$ cat src/hdl/tti_pkg.sv
// Notes on behaviour
// - counter read gives 24-bit value, upper zero
// - any counter write forces value zero
// - counter write also clears counted-to-zero flag
// - calibration bit 31 reports missing reference
// - calibration bit 30 reports inexact 10 ms
// - calibration low bits hold 0x9C4, 29-24 zero
// - four control bits per interrupt source
// - one enable bit per source 0 to 77; positions zero in IRQ_IMPL_MASK stay zero
// - writing one sets the enable
// - writing zero leaves enables untouched
// - set-enable read returns enable state
// - only clear-enable write of one disables
// - flag sets at zero, clears on read
// - counter reloads each time zero reached
// - enabling loads reload value then counts
// - select bit picks reference or cpu clock
package tti_pkg;
   localparam int ADDR_W = 12;
   // register byte addresses
   localparam logic [11:0] ADDR_CTRL = 12'h010;
   localparam logic [11:0] ADDR_RELOAD = 12'h014;
   localparam logic [11:0] ADDR_CUR = 12'h018;
   localparam logic [11:0] ADDR_CALIB = 12'h01C;
   localparam logic [11:0] ADDR_IST = 12'h030;
   localparam logic [11:0] ADDR_IMSK = 12'h034;
   localparam logic [11:0] ADDR_SEN1 = 12'h100;
   localparam logic [11:0] ADDR_SEN2 = 12'h104;
   localparam logic [11:0] ADDR_CEN1 = 12'h180;
   // control and status field positions
   localparam int CTRL_EN_BIT = 0;
   localparam int CTRL_IE_BIT = 1;
   localparam int CTRL_SEL_BIT = 2;
   localparam int CTRL_FLAG_BIT = 16;
   localparam int CAL_NO_REFERENCE_CLOCK_FLAG_BIT = 31;
   localparam int CAL_INEXACT_BIT = 30;
   localparam int IST_ZERO_BIT = 0;
   localparam int IST_CLR_BIT = 1;
   // calibration contents
   localparam logic CAL_NO_REF = 1'b0;
   localparam logic CAL_INEXACT = 1'b0;
   localparam logic [23:0] TEN_MS_COUNT = 24'h0009C4;
   // reference clock divider and interrupt sources
   localparam int REF_DIV_RATIO = 32;
   localparam int IRQ_NUM = 78;
   localparam logic [95:0] IRQ_IMPL_MASK = {32'h00003FFC, 32'h3D7FDFFF, 32'hCFFA47FF};
   // bank operation kinds
   localparam logic [1:0] BK_SET_EN = 2'h0;
   localparam logic [1:0] BK_CLR_EN = 2'h1;
   localparam logic [1:0] BK_SET_PD = 2'h2;
   localparam logic [1:0] BK_CLR_PD = 2'h3;
endpackage

$ cat src/hdl/tti_bank_if.sv
`timescale 1ns/1ps
interface tti_bank_if;
   logic wr;
   logic [1:0] kind;
   logic [1:0] idx;
   logic [31:0] wdata;
   logic [95:0] en;
   logic [95:0] pend;
   modport ctl (output wr, kind, idx, wdata, input en, pend);
   modport bank (input wr, kind, idx, wdata, output en, pend);
endinterface

$ cat src/hdl/tti_irq_bank.sv
`timescale 1ns/1ps
module tti_irq_bank
   import tti_pkg::*;
(
   input wire logic sys_clk,
   input wire logic sys_rst,
   input wire logic [IRQ_NUM-1:0] src,
   tti_bank_if.bank bk
);
   typedef struct packed {
      logic [95:0] en;
      logic [95:0] pend;
   } tti_bank_s;
   tti_bank_s st_ff;
   tti_bank_s nxt_st;
   logic [95:0] wmask;

   // place the written word, drop unimplemented positions
   assign wmask = (96'(bk.wdata) << {bk.idx, 5'h00}) & IRQ_IMPL_MASK;

   // four operations per source share one enable and one pending flag
   always_comb begin
      nxt_st = st_ff;
      if (bk.wr) begin
         case (bk.kind)
            BK_SET_EN: nxt_st.en = st_ff.en | wmask;
            BK_CLR_EN: nxt_st.en = st_ff.en & ~wmask;
            BK_SET_PD: nxt_st.pend = st_ff.pend | wmask;
            BK_CLR_PD: nxt_st.pend = st_ff.pend & ~wmask;
            default: nxt_st.en = st_ff.en;
         endcase
      end
      // a source level wins over a clear in the same cycle
      nxt_st.pend = nxt_st.pend | ({18'h00000, src} & IRQ_IMPL_MASK);
   end

   always_ff @(posedge sys_clk) begin
      if (sys_rst) begin
         st_ff <= '0;
      end else begin
         st_ff <= nxt_st;
      end
   end

   assign bk.en = st_ff.en;
   assign bk.pend = st_ff.pend;
endmodule

$ cat src/hdl/tti_ref_div.sv
`timescale 1ns/1ps
module tti_ref_div
   import tti_pkg::*;
#(
   parameter int DIV = REF_DIV_RATIO
) (
   input wire logic sys_clk,
   input wire logic sys_rst,
   input wire logic ref_in,
   output logic tick
);
   localparam int CW = $clog2(DIV);
   typedef struct packed {
      logic armed;
      logic ref_q;
      logic [CW-1:0] cnt;
      logic tick;
   } tti_div_s;
   tti_div_s st_ff;
   tti_div_s nxt_st;

   // one tick every DIV rising edges of the reference
   always_comb begin
      nxt_st = st_ff;
      nxt_st.tick = 1'b0;
      nxt_st.ref_q = ref_in;
      // the first sample after reset only primes the edge detector
      nxt_st.armed = 1'b1;
      if (st_ff.armed && ref_in && !st_ff.ref_q) begin
         if (st_ff.cnt == CW'(DIV - 1)) begin
            nxt_st.cnt = '0;
            nxt_st.tick = 1'b1;
         end else begin
            nxt_st.cnt = st_ff.cnt + CW'(1);
         end
      end
   end

   always_ff @(posedge sys_clk) begin
      if (sys_rst) begin
         st_ff <= '0;
      end else begin
         st_ff <= nxt_st;
      end
   end

   assign tick = st_ff.tick;
endmodule

$ cat src/hdl/tti_top.sv
`timescale 1ns/1ps
module tti_top
   import tti_pkg::*;
#(
   parameter int REF_DIV = REF_DIV_RATIO
) (
   input wire logic sys_clk,
   input wire logic sys_rst,
   input wire logic psel,
   input wire logic penable,
   input wire logic pwrite,
   input wire logic [ADDR_W-1:0] paddr,
   input wire logic [31:0] pwdata,
   output logic [31:0] prdata,
   output logic pready,
   output logic pslverr,
   input wire logic ref_clk_in,
   input wire logic [IRQ_NUM-1:0] irq_src,
   output logic [IRQ_NUM-1:0] irq_enable,
   output logic [IRQ_NUM-1:0] irq_pending,
   output logic tick_pend,
   output logic irq
);
   typedef struct packed {
      logic tmr_en;
      logic tick_ie;
      logic clk_sel;
      logic cnt_flag;
      logic [23:0] cur;
      logic [23:0] reload;
      logic [31:0] rdata;
      logic [1:0] sts;
      logic [1:0] msk;
      logic tick_pend;
   } tti_state_s;

   tti_state_s st_ff;
   tti_state_s nxt_st;
   tti_bank_if bk ();
   logic ref_tick;
   logic strobe;
   logic zero_evt;
   logic rd_setup;
   logic rd_ctrl;
   logic wr_acc;
   logic [31:0] rd_word;

   ////////////////////////////////////////////////////////////////////////
   // address helpers

   // interrupt bank window: four groups of three words
   function automatic logic bank_hit(input logic [ADDR_W-1:0] a);
      bank_hit = (a[11:8] == 4'h1 || a[11:8] == 4'h2) && a[6:4] == 3'h0 &&
                 a[3:2] != 2'h3 && a[1:0] == 2'h0;
   endfunction

   // any mapped register
   function automatic logic reg_hit(input logic [ADDR_W-1:0] a);
      case (a)
         ADDR_CTRL, ADDR_RELOAD, ADDR_CUR, ADDR_CALIB, ADDR_IST, ADDR_IMSK:
            reg_hit = 1'b1;
         default: reg_hit = bank_hit(a);
      endcase
   endfunction

   // pick one 32-bit word of a 96-bit flag vector
   function automatic logic [31:0] word_of(input logic [95:0] v, input logic [1:0] i);
      word_of = v[{i, 5'h00} +: 32];
   endfunction

   ////////////////////////////////////////////////////////////////////////
   // submodules

   // reference clock divided down to counting strobes
   tti_ref_div #(
      .DIV(REF_DIV)
   ) u_div (
      .sys_clk(sys_clk),
      .sys_rst(sys_rst),
      .ref_in(ref_clk_in),
      .tick(ref_tick)
   );

   // per-source enable and pending flags
   tti_irq_bank u_bank (
      .sys_clk(sys_clk),
      .sys_rst(sys_rst),
      .src(irq_src),
      .bk(bk.bank)
   );

   ////////////////////////////////////////////////////////////////////////
   // bus decode

   // slave always ready, unmapped addresses answer with an error
   assign pready = 1'b1;
   assign pslverr = psel && penable && !reg_hit(paddr);
   assign rd_setup = psel && !penable && !pwrite;
   assign rd_ctrl = rd_setup && paddr == ADDR_CTRL;
   assign wr_acc = psel && penable && pwrite;

   // bank writes travel over the interface
   assign bk.wr = wr_acc && bank_hit(paddr);
   assign bk.kind = {paddr[9], paddr[7]};
   assign bk.idx = paddr[3:2];
   assign bk.wdata = pwdata;

   ////////////////////////////////////////////////////////////////////////
   // timer strobes

   // select bit picks the counting edge source
   assign strobe = st_ff.clk_sel ? 1'b1 : ref_tick;
   assign zero_evt = st_ff.tmr_en && strobe && st_ff.cur == 24'h000001;

   ////////////////////////////////////////////////////////////////////////
   // read mux

   always_comb begin
      rd_word = '0;
      case (paddr)
         ADDR_CTRL: begin
            rd_word[CTRL_EN_BIT] = st_ff.tmr_en;
            rd_word[CTRL_IE_BIT] = st_ff.tick_ie;
            rd_word[CTRL_SEL_BIT] = st_ff.clk_sel;
            rd_word[CTRL_FLAG_BIT] = st_ff.cnt_flag;
         end
         ADDR_RELOAD: rd_word[23:0] = st_ff.reload;
         ADDR_CUR: rd_word[23:0] = st_ff.cur;
         ADDR_CALIB: begin
            rd_word[CAL_NO_REFERENCE_CLOCK_FLAG_BIT] = CAL_NO_REF;
            rd_word[CAL_INEXACT_BIT] = CAL_INEXACT;
            rd_word[23:0] = TEN_MS_COUNT;
         end
         ADDR_IST: rd_word[1:0] = st_ff.sts;
         ADDR_IMSK: rd_word[1:0] = st_ff.msk;
         default: begin
            if (bank_hit(paddr)) begin
               if (paddr[9]) begin
                  rd_word = word_of(bk.pend, paddr[3:2]);
               end else begin
                  rd_word = word_of(bk.en, paddr[3:2]);
               end
            end
         end
      endcase
   end

   ////////////////////////////////////////////////////////////////////////
   // next state

   always_comb begin
      nxt_st = st_ff;
      nxt_st.tick_pend = 1'b0;
      // count down, reload on zero
      if (st_ff.tmr_en && strobe) begin
         if (st_ff.cur == 24'h000000) begin
            nxt_st.cur = st_ff.reload;
         end else begin
            nxt_st.cur = st_ff.cur - 24'h000001;
         end
      end
      // register writes take effect at the access edge
      if (wr_acc) begin
         case (paddr)
            ADDR_CTRL: begin
               nxt_st.tmr_en = pwdata[CTRL_EN_BIT];
               nxt_st.tick_ie = pwdata[CTRL_IE_BIT];
               nxt_st.clk_sel = pwdata[CTRL_SEL_BIT];
               if (pwdata[CTRL_EN_BIT] && !st_ff.tmr_en) begin
                  nxt_st.cur = st_ff.reload;
               end
            end
            ADDR_RELOAD: nxt_st.reload = pwdata[23:0];
            ADDR_CUR: begin
               nxt_st.cur = 24'h000000;
               nxt_st.cnt_flag = 1'b0;
            end
            ADDR_IST: nxt_st.sts = st_ff.sts & ~pwdata[1:0];
            ADDR_IMSK: nxt_st.msk = pwdata[1:0];
            default: nxt_st.msk = st_ff.msk;
         endcase
      end
      // flag clears when control is read
      if (rd_ctrl) begin
         nxt_st.cnt_flag = 1'b0;
      end
      // events win over clears in the same cycle
      if (zero_evt) begin
         nxt_st.cnt_flag = 1'b1;
         nxt_st.sts[IST_ZERO_BIT] = 1'b1;
         nxt_st.tick_pend = st_ff.tick_ie;
      end
      if (wr_acc && paddr == ADDR_CUR) begin
         nxt_st.sts[IST_CLR_BIT] = 1'b1;
      end
      // read data latched in the setup cycle
      if (rd_setup) begin
         nxt_st.rdata = rd_word;
      end
   end

   always_ff @(posedge sys_clk) begin
      if (sys_rst) begin
         st_ff <= '0;
      end else begin
         st_ff <= nxt_st;
      end
   end

   ////////////////////////////////////////////////////////////////////////
   // outputs

   assign prdata = st_ff.rdata;
   assign tick_pend = st_ff.tick_pend;
   assign irq = |(st_ff.sts & st_ff.msk);
   assign irq_enable = bk.en[IRQ_NUM-1:0];
   assign irq_pending = bk.pend[IRQ_NUM-1:0];
endmodule

$ cat config.mk
export PLATFORM = sky130hd
export DESIGN_NAME = tti_top
export DESIGN_NICKNAME = d
export VERILOG_FILES = /design/src/hdl/tti_pkg.sv /design/src/hdl/tti_bank_if.sv /design/src/hdl/tti_irq_bank.sv /design/src/hdl/tti_ref_div.sv /design/src/hdl/tti_top.sv
export SDC_FILE = /design/constraint.sdc
export NUM_CORES = 1
export LEC_CHECK = 0
export BUFFER_PORTS_ARGS = -buffer_cell sky130_fd_sc_hd__clkbuf_2
export CORE_MARGIN = 3
export CORE_UTILIZATION = 45
export DETAILED_ROUTE_END_ITERATION = 10
export PLACE_DENSITY = 0.82
export REMOVE_ABC_BUFFERS = 1
export SLEW_MARGIN = 20
export SYNTH_ARGS = -nofsm -noshare
export SYNTH_HDL_FRONTEND = slang
export SYNTH_SLANG_ARGS = --single-unit
$ cat constraint.sdc
create_clock -name sys_clk -period 2.9 [get_ports sys_clk]
set_clock_uncertainty 0.2 [all_clocks]
set_input_delay 0.29 -clock sys_clk [delete_from_list [all_inputs] [get_ports sys_clk]]
set_output_delay 0.29 -clock sys_clk [all_outputs]
set_load 0.01 [all_outputs]
==> reports/metrics.cfg <==
[status]
status = completed

[cells_and_area]
drive_gt1_share_pct = 25.70
nets = 1838
layout_common_cells = clkbuf_2, a21oi_1, dfxtp_1
diodes = 0
final_common_cell = clkbuf_2
area_growth_pct = 32.84
fin_util_pct = 61.34

[grt]
grt_pass1_vias = 11710
grt_pass1_wl_um = 64460
grt_max_degree = 131
grt_use_total_pct = 29.75
antenna_found_initial = 0
overflow = 0

[pwr]
power.leakage_nw = 6.074
vdd_drop_max_uv = 387.0
power_mw = 7.482
p_per_area_nw_per_um2 = 498.6

[timing]
max_freq_mhz = 353.4
setup_violations = 0
fin_crit_ns = 2.829
hold_viol_final = 0
slew_violations = 0
tightestPinTransition_ns = 0.7874
timing.final.crit_share_pct = 97.56
max-slew-margin-rel_pct = 47.51
rsz0062_at_grt = false

[yosys]
syn_avg_cell_area_um2 = 8.179
synth.top_cell.area_share_pct = 39.52
synthArstFlopShare_pct = 0
yosys_warnings = 0
synth-main-ff-cell = dfxtp_1
yosysUniqueCellTypes = 64
synth_area_leaders = dfxtp_1, a21oi_1, nand2_1
yosys_register_bits = 223
synth_top_area_cell = dfxtp_1
synth_edf_count = 0
syn_area_um2 = 11300
seq_area_frac_synth_pct = 39.52
synthCells = 1381

[critical_path]
r2r_cells = 9
reg2reg_to = st_ff[84]
critPathLaunch = paddr[1]
endpoint = u_bank.bk.pend[43]
end_kind = flip-flop
reg2reg_slack_ns = 0.46
cp.required_ns = 3.11
crit_type = input pin to flip-flop
crit_fanout = 10
cp.arrival_ns = 3.04
startpoint_type = input pin
r2r-start = st_ff[62]

[route]
wirelength_um = 42180
drc = 0
final_antenna_net_count = 0
vias = 12340
drtIter0Drc = 1211
wl_per_cell_um = 20.60
avgViaCountPerCell = 6.026
dr.pass1.iters = 5

[clock_tree]
cts-htree-levels = 1
cts_buffers = 25
cts_root_buf = clkbuf_16
clk_pin_slew_worst_paths_ns = 0.06
clock_latency_ns = 0.53
cts_sinks = 223
cts_tree = built
cts_max_path_buffers = 3

[floorplanning]
io_pins = 320
die_y_um = 164.4
start_util_pct = 46.18
die_w_um = 164.4
rows = 57
coreArea_um2 = 24460
die-area_um2 = 27040

[placed_design]
place.gp.congestion = 1.040
dp_hpwl_um = 26550
io_buffers = 273

[run]
maxCapViolCount = 0

[hold_path]
hold_class = input pin to flip-flop
hold_start = pwdata[0]

-- per-layer routing --
layer	wire length, um	global-route usage [%]	share of wire, %	vias to the layer above
li1	-	-	-	5676
met1	16730	38.58	40	5797
met2	20000	49.94	47	741
met3	3871	5.317	9.2	127
met4	1582	10.60	3.8	0
met5	0	0	0	-
-- worst min path at each step --
| stage | end | slack, ns | cells after the start |
|---|---|---|---|
| 3_3_place_gp | prdata[26] | 0.24 | 2 |
| 6_report | flip-flop | 0.02 | 3 |
| 3_5_place_dp | prdata[25] | 0.24 | 2 |
| 2_1_floorplan | flip-flop | 0.16 | 1 |
| 4_1_cts | flip-flop | 0.01 | 3 |
| 5_1_grt | flip-flop | 0.05 | 3 |
-- critical path: stages --
cell and delay (ns):
clkbuf_2 0.09, or4_4 0.56, or3_4 0.35, buf_4 0.16, nor4_4 0.32, buf_6 0.21, buf_4 0.18, nand3_1 0.10
nand2_1 0.11, a21oi_1 0.07, dlygate4sd3_1 0.59
-- timing repair --
item,CTS,global route
setup buffers,0,2
hold endpoints to repair,151,0
setup endpoints to repair,0,18
hold buffers,115,0
gates resized for setup,0,6
-- cell families after synthesis --
group,synth area share (%)
DFF,39.52
adders and majority gates,0.4431
AOI/OAI and AO/OA,25.86
other,0.06648
and+or+nand+nor,17.08
xor gates and xnor gates,0.6203
muxes,7.144
buffers and inverters,9.260
-- area by class of cell --
cell class | count | area [um^2]
multi-input combinational | 979 | 5953
inverter | 9 | 33.78
timing repair buffer | 468 | 3264
clock inverter | 14 | 176.4
sequential | 223 | 4464
fill | 2000 | 9457
tap | 324 | 405.4
clock buffer | 31 | 708.2
-- report_power, final --
| part | switching (mW) | internal [mW] | total [mW] |
|---|---|---|---|
| sequential | 0.0615 | 3.15 | 3.21 |
| clock | 1.34 | 2.08 | 3.42 |
| combinational | 0.493 | 0.361 | 0.854 |
-- per-stage QoR --
step	TNS (ns)	instances	setup slack [ns]	area [um^2]	hold WS, ns
detailed placement	-2.351	1885	-0.09831	12900	0.2446
global route	0	2048	0.02018	15010	0.04612
CTS	0	2045	0.007702	14940	0.01329
finish	0	2048	0.07065	15010	0.02209
global placement	-1.016	1885	-0.04576	12900	0.2415
floorplan	-518.98	1211	-7.719	10390	0.1591
-- Yosys cell counts (2+ instances only) --
library cell and n:
o311ai_0 2, buf_1 9, buf_4 65, o221a_2 2, xnor2_1 6, a31oi_1 58, nor3_1 22, nand2b_1 4
xor2_1 2, a21oi_1 229, nand4_1 4, mux2_2 3, a221oi_1 8, a22oi_1 12, o21ai_0 60, and3_1 5
o32ai_1 2, a21o_1 3, nor2b_1 25, o21a_1 2, nand2_1 151, nand3b_1 2, buf_2 17, dfxtp_1 223
a311oi_1 58, nor2_1 61, o211ai_1 3, mux4_2 21, or4_1 6, a41oi_1 5, o22ai_1 8, inv_1 9
nor4_1 14, conb_1 2, a22o_1 2, mux2i_1 30, a222oi_1 6, a211oi_1 9, nand3_1 77, ha_1 4
nor3b_1 7, o32a_1 2, or3_1 13, clkbuf_1 108
Power figures use the tool's default switching activity.
